File: src/include/fpe_pkg.sv
// Contract
// - phrase program is code 0x06, block at index 0, address index 1, data 2..5.
// - phrase program writes, reads back to verify, then sets completion.
// - program and one-time program need final index 5, else access error.
// - a command not allowed in the current mode raises access error.
// - phrase program with bad global address or misaligned phrase raises access error.
// - phrase program into a protected region raises protection violation.
// - verify sets error flag on any error, second flag on uncorrectable error.
// - one-time area is eight phrases in information area of program block 0.
// - one-time program is code 0x07, phrase index 0..7 at index 1, data 2..5.
// - one-time program checks erased first, then programs and verifies.
// - one-time phrase index beyond seven raises access error.
// - programming an already programmed one-time phrase raises access error.
// - a one-time phrase holding all ones may be programmed again.
// - reads of program block 0 are invalid while one-time program runs.
// - erase-all is code 0x08, erases and verifies, releases security on pass.
// - erase-all needs final index 0, else access error.
// - erase-all with any protected area raises protection violation.
// - block erase is code 0x09, block at index 0, address index 1.
// - block erase needs index 1 and a valid block, else access error.
// - block erase needs phrase alignment in program and word in data flash.
// - block erase of a block with protection raises protection violation.
package fpe_pkg;
   localparam logic [3:0] REG_STATUS = 4'h0;
   localparam logic [3:0] REG_INDEX = 4'h1;
   localparam logic [3:0] REG_WORD = 4'h2;
   localparam logic [3:0] REG_PROTECT = 4'h3;
   localparam logic [3:0] REG_MODE = 4'h4;
   localparam logic [3:0] REG_SECURE = 4'h5;
   localparam int ST_COMPLETE = 7;
   localparam int ST_ACCESS_ERROR_FLAG = 5;
   localparam int ST_PROTVIOL = 4;
   localparam int ST_VERR = 1;
   localparam int ST_VUNC = 0;
   localparam logic [7:0] CMD_PROG = 8'h06;
   localparam logic [7:0] CMD_OTP = 8'h07;
   localparam logic [7:0] CMD_ALL = 8'h08;
   localparam logic [7:0] CMD_BLK = 8'h09;
   localparam logic [2:0] IDX_PROG = 3'h5;
   localparam logic [2:0] IDX_OTP = 3'h5;
   localparam logic [2:0] IDX_ALL = 3'h0;
   localparam logic [2:0] IDX_BLK = 3'h1;
   localparam logic [2:0] IDX_LAST = 3'h5;
   localparam logic [6:0] PF_BLK0 = 7'h7F;
   localparam logic [6:0] PF_BLK1 = 7'h7E;
   localparam logic [6:0] DF_BLK = 7'h10;
   localparam logic [15:0] OTP_MAX = 16'h0007;
   localparam logic [63:0] ERASED = 64'hFFFF_FFFF_FFFF_FFFF;
   localparam logic [3:0] RST_MODE = 4'hF;
   localparam logic [2:0] RST_PROTECT = 3'h0;
   localparam logic RST_SECURED = 1'b1;
   typedef enum logic [2:0] {
      OP_READ = 3'b000, OP_PROG = 3'b001, OP_ERASE_BLK = 3'b010, OP_ERASE_ALL = 3'b011,
      OP_EVER_BLK = 3'b100, OP_EVER_ALL = 3'b101, OP_PROG_OTP = 3'b110, OP_READ_OTP = 3'b111
   } fpe_op_type;
   typedef struct packed {
      logic req;
      fpe_op_type op;
      logic [22:0] addr;
      logic [63:0] data;
   } fpe_arr_req_type;
   typedef struct packed {
      logic done;
      logic [63:0] rdata;
      logic eccErr;
      logic fail;
   } fpe_arr_rsp_type;
endpackage

File: src/core/fpe_sequencer.sv
// Chosen here: the placing of the registers and the plain strobed port.
`timescale 1ns/1ps
module fpe_sequencer
   import fpe_pkg::*;
(
   input wire logic core_clk,
   input wire logic srst,
   input wire logic [3:0] regAddr,
   input wire logic [15:0] regWdata,
   input wire logic regWrite,
   input wire logic regRead,
   output logic [15:0] regRdata,
   output fpe_arr_req_type arrReq,
   input wire fpe_arr_rsp_type arrRsp,
   output logic blk0ReadInvalid,
   output logic secured
);
   typedef enum logic [2:0] {
      S_IDLE = 3'b000, S_CHECK = 3'b001, S_OTP_RD = 3'b010, S_ERASE = 3'b011,
      S_PROG = 3'b100, S_READ = 3'b101, S_EVER = 3'b110, S_DONE = 3'b111
   } fpe_state_type;

   fpe_state_type state, next_state;
   logic [15:0] cmdWord [0:5];
   logic [2:0] cmdIndex;
   logic [2:0] protect;
   logic [3:0] modeMask;
   logic complete, accessError, protViol, verifyError, verifyUncorr;
   logic issued;
   logic chkAcc, chkProt;
   logic otpUsed;
   logic [7:0] cmd;
   logic [6:0] blk;
   logic [22:0] gAddr;
   logic [63:0] phrase;
   logic busyWrite;
   logic launch;

   function automatic logic isPflash(input logic [6:0] b);
      return (b == PF_BLK0) || (b == PF_BLK1);
   endfunction

   function automatic logic blkProt(input logic [6:0] b, input logic [2:0] p);
      return ((b == PF_BLK0) && p[0]) || ((b == PF_BLK1) && p[1]) || ((b == DF_BLK) && p[2]);
   endfunction

   assign cmd = cmdWord[0][15:8];
   assign blk = cmdWord[0][6:0];
   assign gAddr = {blk, cmdWord[1]};
   assign phrase = {cmdWord[5], cmdWord[4], cmdWord[3], cmdWord[2]};
   assign busyWrite = regWrite && !complete;
   assign launch = regWrite && (regAddr == REG_STATUS) && regWdata[ST_COMPLETE] && complete
                   && !accessError && !protViol;

   // launch checks
   always_comb begin
      chkAcc = 1'b0;
      chkProt = 1'b0;
      case (cmd)
         CMD_PROG: begin
            chkAcc = (cmdIndex != IDX_PROG) || !modeMask[0] || !isPflash(blk)
                     || cmdWord[0][7] || (cmdWord[1][2:0] != 3'h0);
            chkProt = blkProt(blk, protect);
         end
         CMD_OTP: begin
            chkAcc = (cmdIndex != IDX_OTP) || !modeMask[1]
                     || (cmdWord[1] > OTP_MAX);
         end
         CMD_ALL: begin
            chkAcc = (cmdIndex != IDX_ALL) || !modeMask[2];
            chkProt = |protect;
         end
         CMD_BLK: begin
            chkAcc = (cmdIndex != IDX_BLK) || !modeMask[3] || cmdWord[0][7]
                     || !(isPflash(blk) || (blk == DF_BLK));
            if (isPflash(blk) && (cmdWord[1][2:0] != 3'h0)) begin
               chkAcc = 1'b1;
            end
            if ((blk == DF_BLK) && cmdWord[1][0]) begin
               chkAcc = 1'b1;
            end
            chkProt = blkProt(blk, protect);
         end
         default: begin
            chkAcc = 1'b1;
         end
      endcase
      if (chkAcc) begin
         chkProt = 1'b0;
      end
   end

   assign otpUsed = (arrRsp.rdata != ERASED);

   // sequencing
   always_comb begin
      next_state = state;
      case (state)
         S_IDLE: begin
            if (launch) begin
               next_state = S_CHECK;
            end
         end
         S_CHECK: begin
            if (chkAcc || chkProt) begin
               next_state = S_DONE;
            end else if (cmd == CMD_OTP) begin
               next_state = S_OTP_RD;
            end else if (cmd == CMD_PROG) begin
               next_state = S_PROG;
            end else begin
               next_state = S_ERASE;
            end
         end
         S_OTP_RD: begin
            if (arrRsp.done) begin
               next_state = otpUsed ? S_DONE : S_PROG;
            end
         end
         S_PROG: begin
            if (arrRsp.done) begin
               next_state = S_READ;
            end
         end
         S_ERASE: begin
            if (arrRsp.done) begin
               next_state = S_EVER;
            end
         end
         S_READ, S_EVER: begin
            if (arrRsp.done) begin
               next_state = S_DONE;
            end
         end
         S_DONE: begin
            next_state = S_IDLE;
         end
         default: begin
            next_state = S_IDLE;
         end
      endcase
   end

   always_ff @(posedge core_clk) begin
      if (srst) begin
         state <= S_IDLE;
      end else begin
         state <= next_state;
      end
   end

   // array requests, one pulse per operation state
   always_ff @(posedge core_clk) begin
      if (srst) begin
         arrReq <= '0;
         issued <= 1'b0;
      end else begin
         arrReq.req <= 1'b0;
         if (arrRsp.done) begin
            issued <= 1'b0;
         end else if (!issued && (state inside {S_OTP_RD, S_PROG, S_ERASE, S_READ, S_EVER})) begin
            issued <= 1'b1;
            arrReq.req <= 1'b1;
            arrReq.data <= phrase;
            arrReq.addr <= (cmd == CMD_OTP) ? {20'h0, cmdWord[1][2:0]} : gAddr;
            case (state)
               S_OTP_RD: arrReq.op <= OP_READ_OTP;
               S_PROG: arrReq.op <= (cmd == CMD_OTP) ? OP_PROG_OTP : OP_PROG;
               S_READ: arrReq.op <= (cmd == CMD_OTP) ? OP_READ_OTP : OP_READ;
               S_ERASE: arrReq.op <= (cmd == CMD_ALL) ? OP_ERASE_ALL : OP_ERASE_BLK;
               default: arrReq.op <= (cmd == CMD_ALL) ? OP_EVER_ALL : OP_EVER_BLK;
            endcase
         end
      end
   end

   // completion flag
   always_ff @(posedge core_clk) begin
      if (srst) begin
         complete <= 1'b1;
      end else if (launch) begin
         complete <= 1'b0;
      end else if (state == S_DONE) begin
         complete <= 1'b1;
      end
   end

   // error flags, hardware set wins over software clear
   always_ff @(posedge core_clk) begin
      if (srst) begin
         accessError <= 1'b0;
         protViol <= 1'b0;
      end else begin
         if (regWrite && (regAddr == REG_STATUS) && complete) begin
            if (regWdata[ST_ACCESS_ERROR_FLAG]) begin
               accessError <= 1'b0;
            end
            if (regWdata[ST_PROTVIOL]) begin
               protViol <= 1'b0;
            end
         end
         if ((state == S_CHECK) && chkAcc) begin
            accessError <= 1'b1;
         end
         if ((state == S_OTP_RD) && arrRsp.done && otpUsed) begin
            accessError <= 1'b1;
         end
         if ((state == S_CHECK) && chkProt) begin
            protViol <= 1'b1;
         end
      end
   end

   // verify flags
   always_ff @(posedge core_clk) begin
      if (srst) begin
         verifyError <= 1'b0;
         verifyUncorr <= 1'b0;
      end else if (launch) begin
         verifyError <= 1'b0;
         verifyUncorr <= 1'b0;
      end else if (arrRsp.done && (state == S_READ)) begin
         verifyError <= (arrRsp.rdata != phrase) || arrRsp.eccErr || arrRsp.fail;
         verifyUncorr <= arrRsp.eccErr;
      end else if (arrRsp.done && (state == S_EVER)) begin
         verifyError <= arrRsp.fail || arrRsp.eccErr;
         verifyUncorr <= arrRsp.eccErr;
      end
   end

   // security release
   always_ff @(posedge core_clk) begin
      if (srst) begin
         secured <= RST_SECURED;
      end else if ((state == S_EVER) && arrRsp.done && (cmd == CMD_ALL)
                   && !arrRsp.fail && !arrRsp.eccErr) begin
         secured <= 1'b0;
      end
   end

   // block 0 reads invalid during one-time program
   always_ff @(posedge core_clk) begin
      if (srst) begin
         blk0ReadInvalid <= 1'b0;
      end else begin
         blk0ReadInvalid <= (next_state != S_IDLE) && (next_state != S_CHECK)
                            && (cmd == CMD_OTP);
      end
   end

   // command object and configuration registers
   always_ff @(posedge core_clk) begin
      if (srst) begin
         cmdIndex <= 3'h0;
         protect <= RST_PROTECT;
         modeMask <= RST_MODE;
      end else if (regWrite && !busyWrite) begin
         case (regAddr)
            REG_INDEX: cmdIndex <= regWdata[2:0];
            REG_PROTECT: protect <= regWdata[2:0];
            REG_MODE: modeMask <= regWdata[3:0];
            default: begin
            end
         endcase
      end
   end

   genvar gi;
   generate
      for (gi = 0; gi < 6; gi++) begin : g_word
         always_ff @(posedge core_clk) begin
            if (srst) begin
               cmdWord[gi] <= 16'h0000;
            end else if (regWrite && !busyWrite && (regAddr == REG_WORD)
                         && (cmdIndex == 3'(gi))) begin
               cmdWord[gi] <= regWdata;
            end
         end
      end
   endgenerate

   // read port
   always_ff @(posedge core_clk) begin
      if (srst) begin
         regRdata <= 16'h0000;
      end else if (regRead) begin
         case (regAddr)
            REG_STATUS: regRdata <= {8'h00, complete, 1'b0, accessError, protViol,
                                     2'b00, verifyError, verifyUncorr};
            REG_INDEX: regRdata <= {13'h0000, cmdIndex};
            REG_WORD: regRdata <= (cmdIndex <= IDX_LAST) ? cmdWord[cmdIndex] : 16'h0000;
            REG_PROTECT: regRdata <= {13'h0000, protect};
            REG_MODE: regRdata <= {12'h000, modeMask};
            REG_SECURE: regRdata <= {15'h0000, secured};
            default: regRdata <= 16'h0000;
         endcase
      end else begin
         regRdata <= 16'h0000;
      end
   end
endmodule // fpe_sequencer

File: config.mk
export PLATFORM = sky130hd
export DESIGN_NAME = fpe_sequencer
export DESIGN_NICKNAME = d
export VERILOG_FILES = /design/src/include/fpe_pkg.sv /design/src/core/fpe_sequencer.sv
export SDC_FILE = /design/constraint.sdc
export NUM_CORES = 1
export LEC_CHECK = 0
export BUFFER_PORTS_ARGS = -buffer_cell sky130_fd_sc_hd__buf_2
export CAP_MARGIN = 20
export CORE_UTILIZATION = 55
export DETAILED_ROUTE_END_ITERATION = 8
export PLACE_DENSITY_LB_ADDON = 0.12
export SYNTH_ARGS = -nofsm -noshare
export SYNTH_HDL_FRONTEND = slang
export SYNTH_SLANG_ARGS = --single-unit
File: constraint.sdc
create_clock -name core_clk -period 3.5 [get_ports core_clk]
set_input_delay 0.35 -clock core_clk [delete_from_list [all_inputs] [get_ports core_clk]]
set_output_delay 0.35 -clock core_clk [all_outputs]
set_load 0.05 [all_outputs]
Word level (Yosys, flattened, before mapping)
Memory sizes are Yosys's and may differ from the RTL's. A register that Yosys moved wholly into a read port is not among the register bits.
Index checks and enable logic that the tools add are counted.
Storage, ports and cells
  memories: 1
  flip-flop bits (word level): 128
  RAM bits: 96
  bits of input ports: 91
  word-level logic and storage cells: 210
Cells by class
  equal/unequal tests: 29
  bitwise logic cells: 8
  magnitude comparators: 2
  reductions and logical operators: 88
  mux-type cells: 65
Memory list
  cmdWord: words 6, bits a word 16, read ports 7, clocked after memory_dff 1, wr ports 6, line fpe_sequencer.sv:24  | logic [15:0] cmdWord [0:5];
Operators by type and width (count)
  $mux W16: 7
  $pmux W16 S6: 1
  $mux W91: 1
  $ne A64 B64 Y1: 1
  $ne A64 B64 Y1 const B: 1
  $mux W1: 38
  $mux W3: 12
  $logic_and A1 B1 Y1: 32
  $mux W23: 1
  $pmux W3 S7: 1
  $eq A3 B3 Y1 const B: 6
  $logic_or A1 B1 Y1: 18
  $eq A8 B3 Y1 const B: 2
  $eq A8 B4 Y1 const B: 2
  $gt A16 B3 Y1 const B: 1
  $reduce_bool A3 Y1: 5
  $eq A7 B7 Y1 const B: 2
  $logic_not A1 Y1: 13
  $eq A3 B2 Y1 const B: 4
  $pmux W3 S4: 1
  $reduce_and A2 Y1: 6
  $reduce_or A2 Y1: 5
  $eq A4 B2 Y1 const B: 2
  $eq A4 B3 Y1 const B: 2
  16 further kinds: 28

Logic depth before layout (Yosys ltp)
Gate-level depths: netlist (run 1).
  word-level depth: 15
  gate-level depth with buffers: 7
  depth with buffers taken out: 5

Worst setup path before layout (run 1)
OpenSTA, ideal clock, no wires.
  path kind: input-to-reg
  start point: input regAddr[0]
  end point: memory cmdWord[0][0] (enable)
  stages: 3
  arrival time: 2.488 ns
  library setup time: 0.435 ns
  setup slack: 0.577 ns
  path buffers: 0
  cell sequence: nor3_4 -> nand4_4 -> o41ai_1
RTL lines
  start: declaration: line fpe_sequencer.sv:8  | input wire logic [3:0] regAddr,
  end: declaration: line fpe_sequencer.sv:24

==> results of run 1 <==
[layer usage]
layer,up-vias,GRT usage,share of wire
li1,3834,-,-
met3,81,0.0716,0.11
met2,537,0.504,0.45
met5,-,0,0
met1,4055,0.478,0.41
met4,0,0.121,0.036
[through the flow]
stage	hold slack, ns	utilization	instance area [um2]	cells
global placement	0.438	0.631	11400	1358
CTS	0.164	0.671	12100	1402
global route	0.190	0.671	12100	1402
detailed placement	0.443	0.632	11400	1359
floorplan	0.449	-	10200	968
finish	0.177	0.671	12100	1402
[critical path, stage by stage, from the launching register on]
cell and delay [ns]:
edfxtp_1 0.40, nor4_1 0.78, and3_1 0.37, nor3_2 0.11, buf_4 0.23, a22o_1 0.25
[flip-flops by register name, indices dropped and copies added (netlist names), 3 cells and up, named ones only]
register	flops
cmdWord	96
arrReq	91
regRdata	16
modeMask	4
cmdIndex	3
protect	3
state	3
[cell usage after synthesis, types with 3 or more instances]
cell type and n:
buf_2 12, and2_1 97, a211oi_1 13, nor3_1 16
nor2b_1 5, xnor2_1 28, o41ai_1 4, buf_6 3
nand3_1 10, mux4_2 17, a21oi_1 82, edfxtp_1 96
mux2i_1 29, o211ai_1 5, nand4_1 28, and3_1 6
or3_1 4, dfxtp_1 131, a22o_1 21, nor2_1 37
o21ai_0 7, nand2b_1 7, nor3_4 4, inv_1 4
clkbuf_1 38, xor2_1 37, nor4_1 22, nand2_1 161
or4_1 3
[placed cells by master, fill, tap and decap left out, drive strengths merged, types with 2 or more instances in the layout]
cell	count
or4	3
nor4b	2
o41ai	4
nand4	29
a21oi	82
nor3	20
o21ai	8
mux2i	29
clkbuf	37
and2	97
nor4	23
nand4b	2
inv	5
o31ai	2
nand2	161
xnor2	28
nor2b	5
a21o	2
edfxtp	96
nand3b	2
nand2b	7
xor2	37
o22ai	2
and3	6
buf	217
nand3	10
clkinv	6
o21a	2
a222oi	2
a31oi	2
a211oi	14
nor2	38
o211ai	5
a22o	21
or3	5
mux4	17
dfxtp	131
[worst max path at each step]
stage,from,slack [ns],cells past startpoint,to
2_1_floorplan,regAddr[0],0.58,3,cmdWord[0][0]$_SDFFCE_PN0P_
3_3_place_gp,state[0]$_SDFF_PP0_,1.14,5,arrReq[72]$_SDFFE_PP0P_
3_5_place_dp,regAddr[0],1.26,6,cmdWord[0][15]$_SDFFCE_PN0P_
4_1_cts,cmdWord[0][12]$_SDFFCE_PN0P_,1.25,5,arrReq[79]$_SDFFE_PP0P_
5_1_grt,state[0]$_SDFF_PP0_,1.13,6,arrReq[24]$_SDFFE_PP0P_
6_report,cmdWord[0][13]$_SDFFCE_PN0P_,1.23,5,arrReq[79]$_SDFFE_PP0P_
[power breakdown]
| part | internal [W] | leakage [nW] | switching (W) |
|---|---|---|---|
| Sequential | 0.00297 | 2.05 | 0.000212 |
| Combinational | 0.000433 | 2.40 | 0.00117 |
| Clock | 0.00130 | 0.339 | 0.00101 |
[cell families after synthesis]
logic type	count (synthesis)	synth area share
xor gates and xnor gates	65	0.0560
muxes	47	0.0673
AOI/OAI and AO/OA	154	0.0961
and+or+nand+nor	415	0.214
buffers and inverters	60	0.0260
DFF	227	0.541
[cell type report]
cell class | count | share of cell area
repair buffers | 217 | 0.0936
well taps | 229 | 0.0237
clock inverters | 6 | 0.00331
multi-input cells | 681 | 0.368
flip-flops and latches | 227 | 0.455
clock buffers | 37 | 0.0545
inverters | 5 | 0.00155
==> results.json, run 1 <==
{
  "vias": 8507,
  "reg2reg_setup_slack_ns": 1.23,
  "grt_usage": 0.336,
  "finalSetupViolCount": 0,
  "num-nets-final": 1247,
  "dieArea_um2": 19000,
  "start_kind": "flip-flop",
  "p_total_w": 0.00709,
  "cp_max_fo": 17,
  "grt_antenna_before_repair": 0,
  "nFillCells": 1507,
  "io_pins": 200,
  "htree_num_levels": 1,
  "r2r.worst_path.cells": 5,
  "syn_to_final_growth_pct": 18.8,
  "drv_slew": 0,
  "min_from": "arrRsp[66]",
  "hold_viol": 0,
  "vias_per_cell": 6.07,
  "insertion_delay_ns": 0.52,
  "rsz0062_at_grt": "false",
  "grt_max_degree": 72,
  "cts_sinks": 227,
  "power.density_nw_per_um2": 587,
  "multi_input_area_um2": 4450,
  "status": "complete, no violations",
  "hold_buffers": 0,
  "worstReg2RegStart": "cmdWord[0][13]$_SDFFCE_PN0P_",
  "initial_core_util": 0.564,
  "die_h_um": 138,
  "synth_edf_count": 96,
  "synthCells": 968,
  "cp-end-kind": "flip-flop",
  "holdCritPathClass": "in -> reg",
  "dr.first_iter.drc_count": 919,
  "holdPathEnd": "issued$_SDFFE_PP0P_",
  "core_area_um2": 18000,
  "cts-buffers-inserted": 24,
  "ant_nets": 0,
  "tightestPinTransition_ns": 0.872,
  "drv_cap": 0,
  "yosysTopAreaCell": "edfxtp_1",
  "post-route-drc-count": 0,
  "grt_pass1_wl_um": 46400,
  "syn_area_um2": 10200,
  "die_w_um": 138,
  "yosysTopAreaCellShare": 0.283,
  "ys_warn_count": 0,
  "regArea_um2": 5510,
  "cts_setup_buffers": 0,
  "cts_buffer_depth": 3,
  "crit_required_ns": 3.90,
  "cts_resized": 0,
  "drt-total-wl_um": 32200,
  "rows": 49,
  "ys_types": 61,
  "arrival_ns": 2.67,
  "regToRegEndpoint": "arrReq[79]$_SDFFE_PP0P_",
  "skew_ns": 0.0144,
  "p_leak_nw": 4.79,
  "period_share": 0.648,
  "setup_tns_ns": 0,
  "place_congestion": 1.05,
  "vdd_drop_max_mv": 0.481,
  "synthTopCellsByArea": "edfxtp_1 (28%), dfxtp_1 (26%), and2_1 (6.0%)",
  "dp_slack_ns": 1.26,
  "cts_root_buffer": "clkbuf_16",
  "synth_ff_type": "dfxtp_1",
  "first_global_vias": 7727,
  "min_period_ns": 2.27,
  "path_class": "reg -> reg",
  "synth-async-reset-ratio": 0,
  "syn_avg_cell_area_um2": 10.5,
  "cts_tree": "done",
  "synthesis.nets": 1059,
  "path_clk_slew_ns": 0.06,
  "relSlewSlack": 0.413,
  "diodes": 0,
  "avgRoutedWirePerCell_um": 23.0,
  "grt_remaining_overflow": 0,
  "first_pass_iters": 7,
  "ys_ff_latch": 227,
  "timing.fmax_mhz": 441,
  "ys_seq_area_frac": 0.541,
  "dpl.hpwl_um": 24200,
  "portBuffers": 199,
  "fin_ws_ns": 1.23,
  "drive_gt1_frac": 0.239,
  "whs_path_depth": 2
}
(Power assumes the default switching activity.)
==> run 2, diff against run 1 <==
==> constraint.sdc (replaced) <==
create_clock -name core_clk -period 2.3 [get_ports core_clk]
set_input_delay 0.23 -clock core_clk [delete_from_list [all_inputs] [get_ports core_clk]]
set_output_delay 0.23 -clock core_clk [all_outputs]
set_load 0.05 [all_outputs]
==> run 2 against run 1 <==
Combinational power up 61%. Total power up 59%. Core utilization up 1.5 points. Critical path depth unchanged. Global-route usage up 1.4 points. Die area unchanged. First-iteration DRC count up 6.0%. Cell area up 2.2%. Register-to-register slack worse by 0.95 ns. Fmax up 12%. Clock-buffer cell count unchanged. Non-clock buffer count up 18. Critical endpoint is now state[0]$_SDFF_PP0_.
==> results.json, run 2 (same netlist as run 1, synthesis figures left out) <==
{
  "status": "complete, no violations",
  "cp-end-kind": "flip-flop",
  "hold_buffers": 0,
  "rsz0062_at_grt": "false",
  "dp_cells": 1377,
  "final_cell_mix": "buf_2 (199), nand2_1 (160), dfxtp_1 (130)",
  "final_cells": 1421,
  "avgRoutedWirePerCell_um": 23.5,
  "grt_remaining_overflow": 0,
  "vias_per_cell": 6.04,
  "cts-buffers-inserted": 24,
  "grt_pass1_wl_um": 47900,
  "syn_to_final_growth_pct": 21.4,
  "grt_usage": 0.349,
  "grt_antenna_before_repair": 0,
  "num-nets-final": 1265,
  "vdd_drop_max_mv": 0.825,
  "first_global_vias": 7836,
  "ant_nets": 0,
  "dp_slack_ns": 0.287,
  "arrival_ns": 2.42,
  "power.density_nw_per_um2": 914,
  "crit_required_ns": 2.69,
  "cts_buffer_depth": 3,
  "holdCritPathClass": "in -> reg",
  "cts_root_buffer": "clkbuf_16",
  "cts_sinks": 227,
  "nFillCells": 1424,
  "cts_resized": 0,
  "cts_setup_buffers": 0,
  "die_w_um": 138,
  "first_pass_iters": 5,
  "largest_reg_flops": 96,
  "p_leak_nw": 4.94,
  "drive_gt1_frac": 0.259,
  "core_area_um2": 18000,
  "grt_max_degree": 72,
  "skew_ns": 0.0138,
  "relSlewSlack": 0.479,
  "die_h_um": 138,
  "period_share": 0.879,
  "largestRegisters": "cmdWord: 96 flops, arrReq: 91 flops, regRdata: 16 flops",
  "post-route-drc-count": 0,
  "finalSetupViolCount": 0,
  "insertion_delay_ns": 0.52,
  "vias": 8588,
  "dpl.hpwl_um": 24800,
  "drt-total-wl_um": 33400,
  "setup_tns_ns": 0,
  "drv_cap": 0,
  "dr.first_iter.drc_count": 974,
  "fin_ws_ns": 0.277,
  "portBuffers": 199,
  "drv_slew": 0,
  "rows": 49,
  "initial_core_util": 0.564,
  "cp_max_fo": 3,
  "path_class": "reg -> reg",
  "place_congestion": 1.03,
  "min_period_ns": 2.02,
  "cts_tree": "done",
  "final_common_cell": "buf_2",
  "tightestPinTransition_ns": 0.775,
  "regMostFlops": "cmdWord",
  "timing.fmax_mhz": 494,
  "hold_viol": 0,
  "diodes": 0,
  "htree_num_levels": 1,
  "start_kind": "flip-flop",
  "io_pins": 200,
  "dieArea_um2": 19000,
  "path_clk_slew_ns": 0.06
}
-- run 2: worst paths after layout --
kind,startpoint,endpoint,slack [ns],cells after the start
hold / removal,arrRsp[66],issued$_SDFFE_PP0P_,0.05,2
setup / recovery,cmdWord[1][11]$_SDFFCE_PN0P_,state[0]$_SDFF_PP0_,0.28,5
setup reg to reg,cmdWord[1][11]$_SDFFCE_PN0P_,state[0]$_SDFF_PP0_,0.28,5
hold reg to reg,arrReq[46]$_SDFFE_PP0P_,arrReq[46]$_SDFFE_PP0P_,0.45,2
-- run 2: area by class of cell --
cell class | instances | area [um2] | area share
flip-flops and latches | 227 | 5510 | 0.446
multi-input cells | 681 | 4450 | 0.360
repair buffers | 235 | 1290 | 0.105
clock buffers | 37 | 763 | 0.0618
well taps | 229 | 287 | 0.0232
clock inverters | 7 | 40.0 | 0.00324
inverters | 5 | 18.8 | 0.00152
-- run 2: critical path, stage by stage (launching register included) --
cell      delay (ns)
edfxtp_1        0.43
or4_1           0.58
nor4_1          0.25
a211oi_1        0.18
nor4_1          0.35
o22ai_1         0.11
-- run 2: metrics by stage --
stage / util / instance area [um2] / power, W / hold WS, ns
floorplan: - / 10200 / 0.00658 / 0.355
global placement: 0.641 / 11500 / 0.00742 / 0.439
detailed placement: 0.641 / 11500 / 0.00743 / 0.444
CTS: 0.685 / 12400 / 0.0113 / 0.0332
global route: 0.685 / 12400 / 0.0116 / 0.0585
finish: 0.685 / 12400 / 0.0113 / 0.0456
-- run 2: metal layers --
layer / part of all wire / wire [um] / GRT usage
met3: 0.12 / 3900 / 0.0691
met4: 0.039 / 1300 / 0.129
met5: 0 / 0 / 0
met1: 0.40 / 13300 / 0.495
met2: 0.45 / 14900 / 0.530
-- run 2: where the power goes --
part / switching, W / total (W) / internal (W)
clock network: 0.00162 / 0.00390 / 0.00228
registers: 0.000298 / 0.00482 / 0.00452
logic: 0.00185 / 0.00257 / 0.000720
total: 0.00376 / 0.0113 / 0.00753
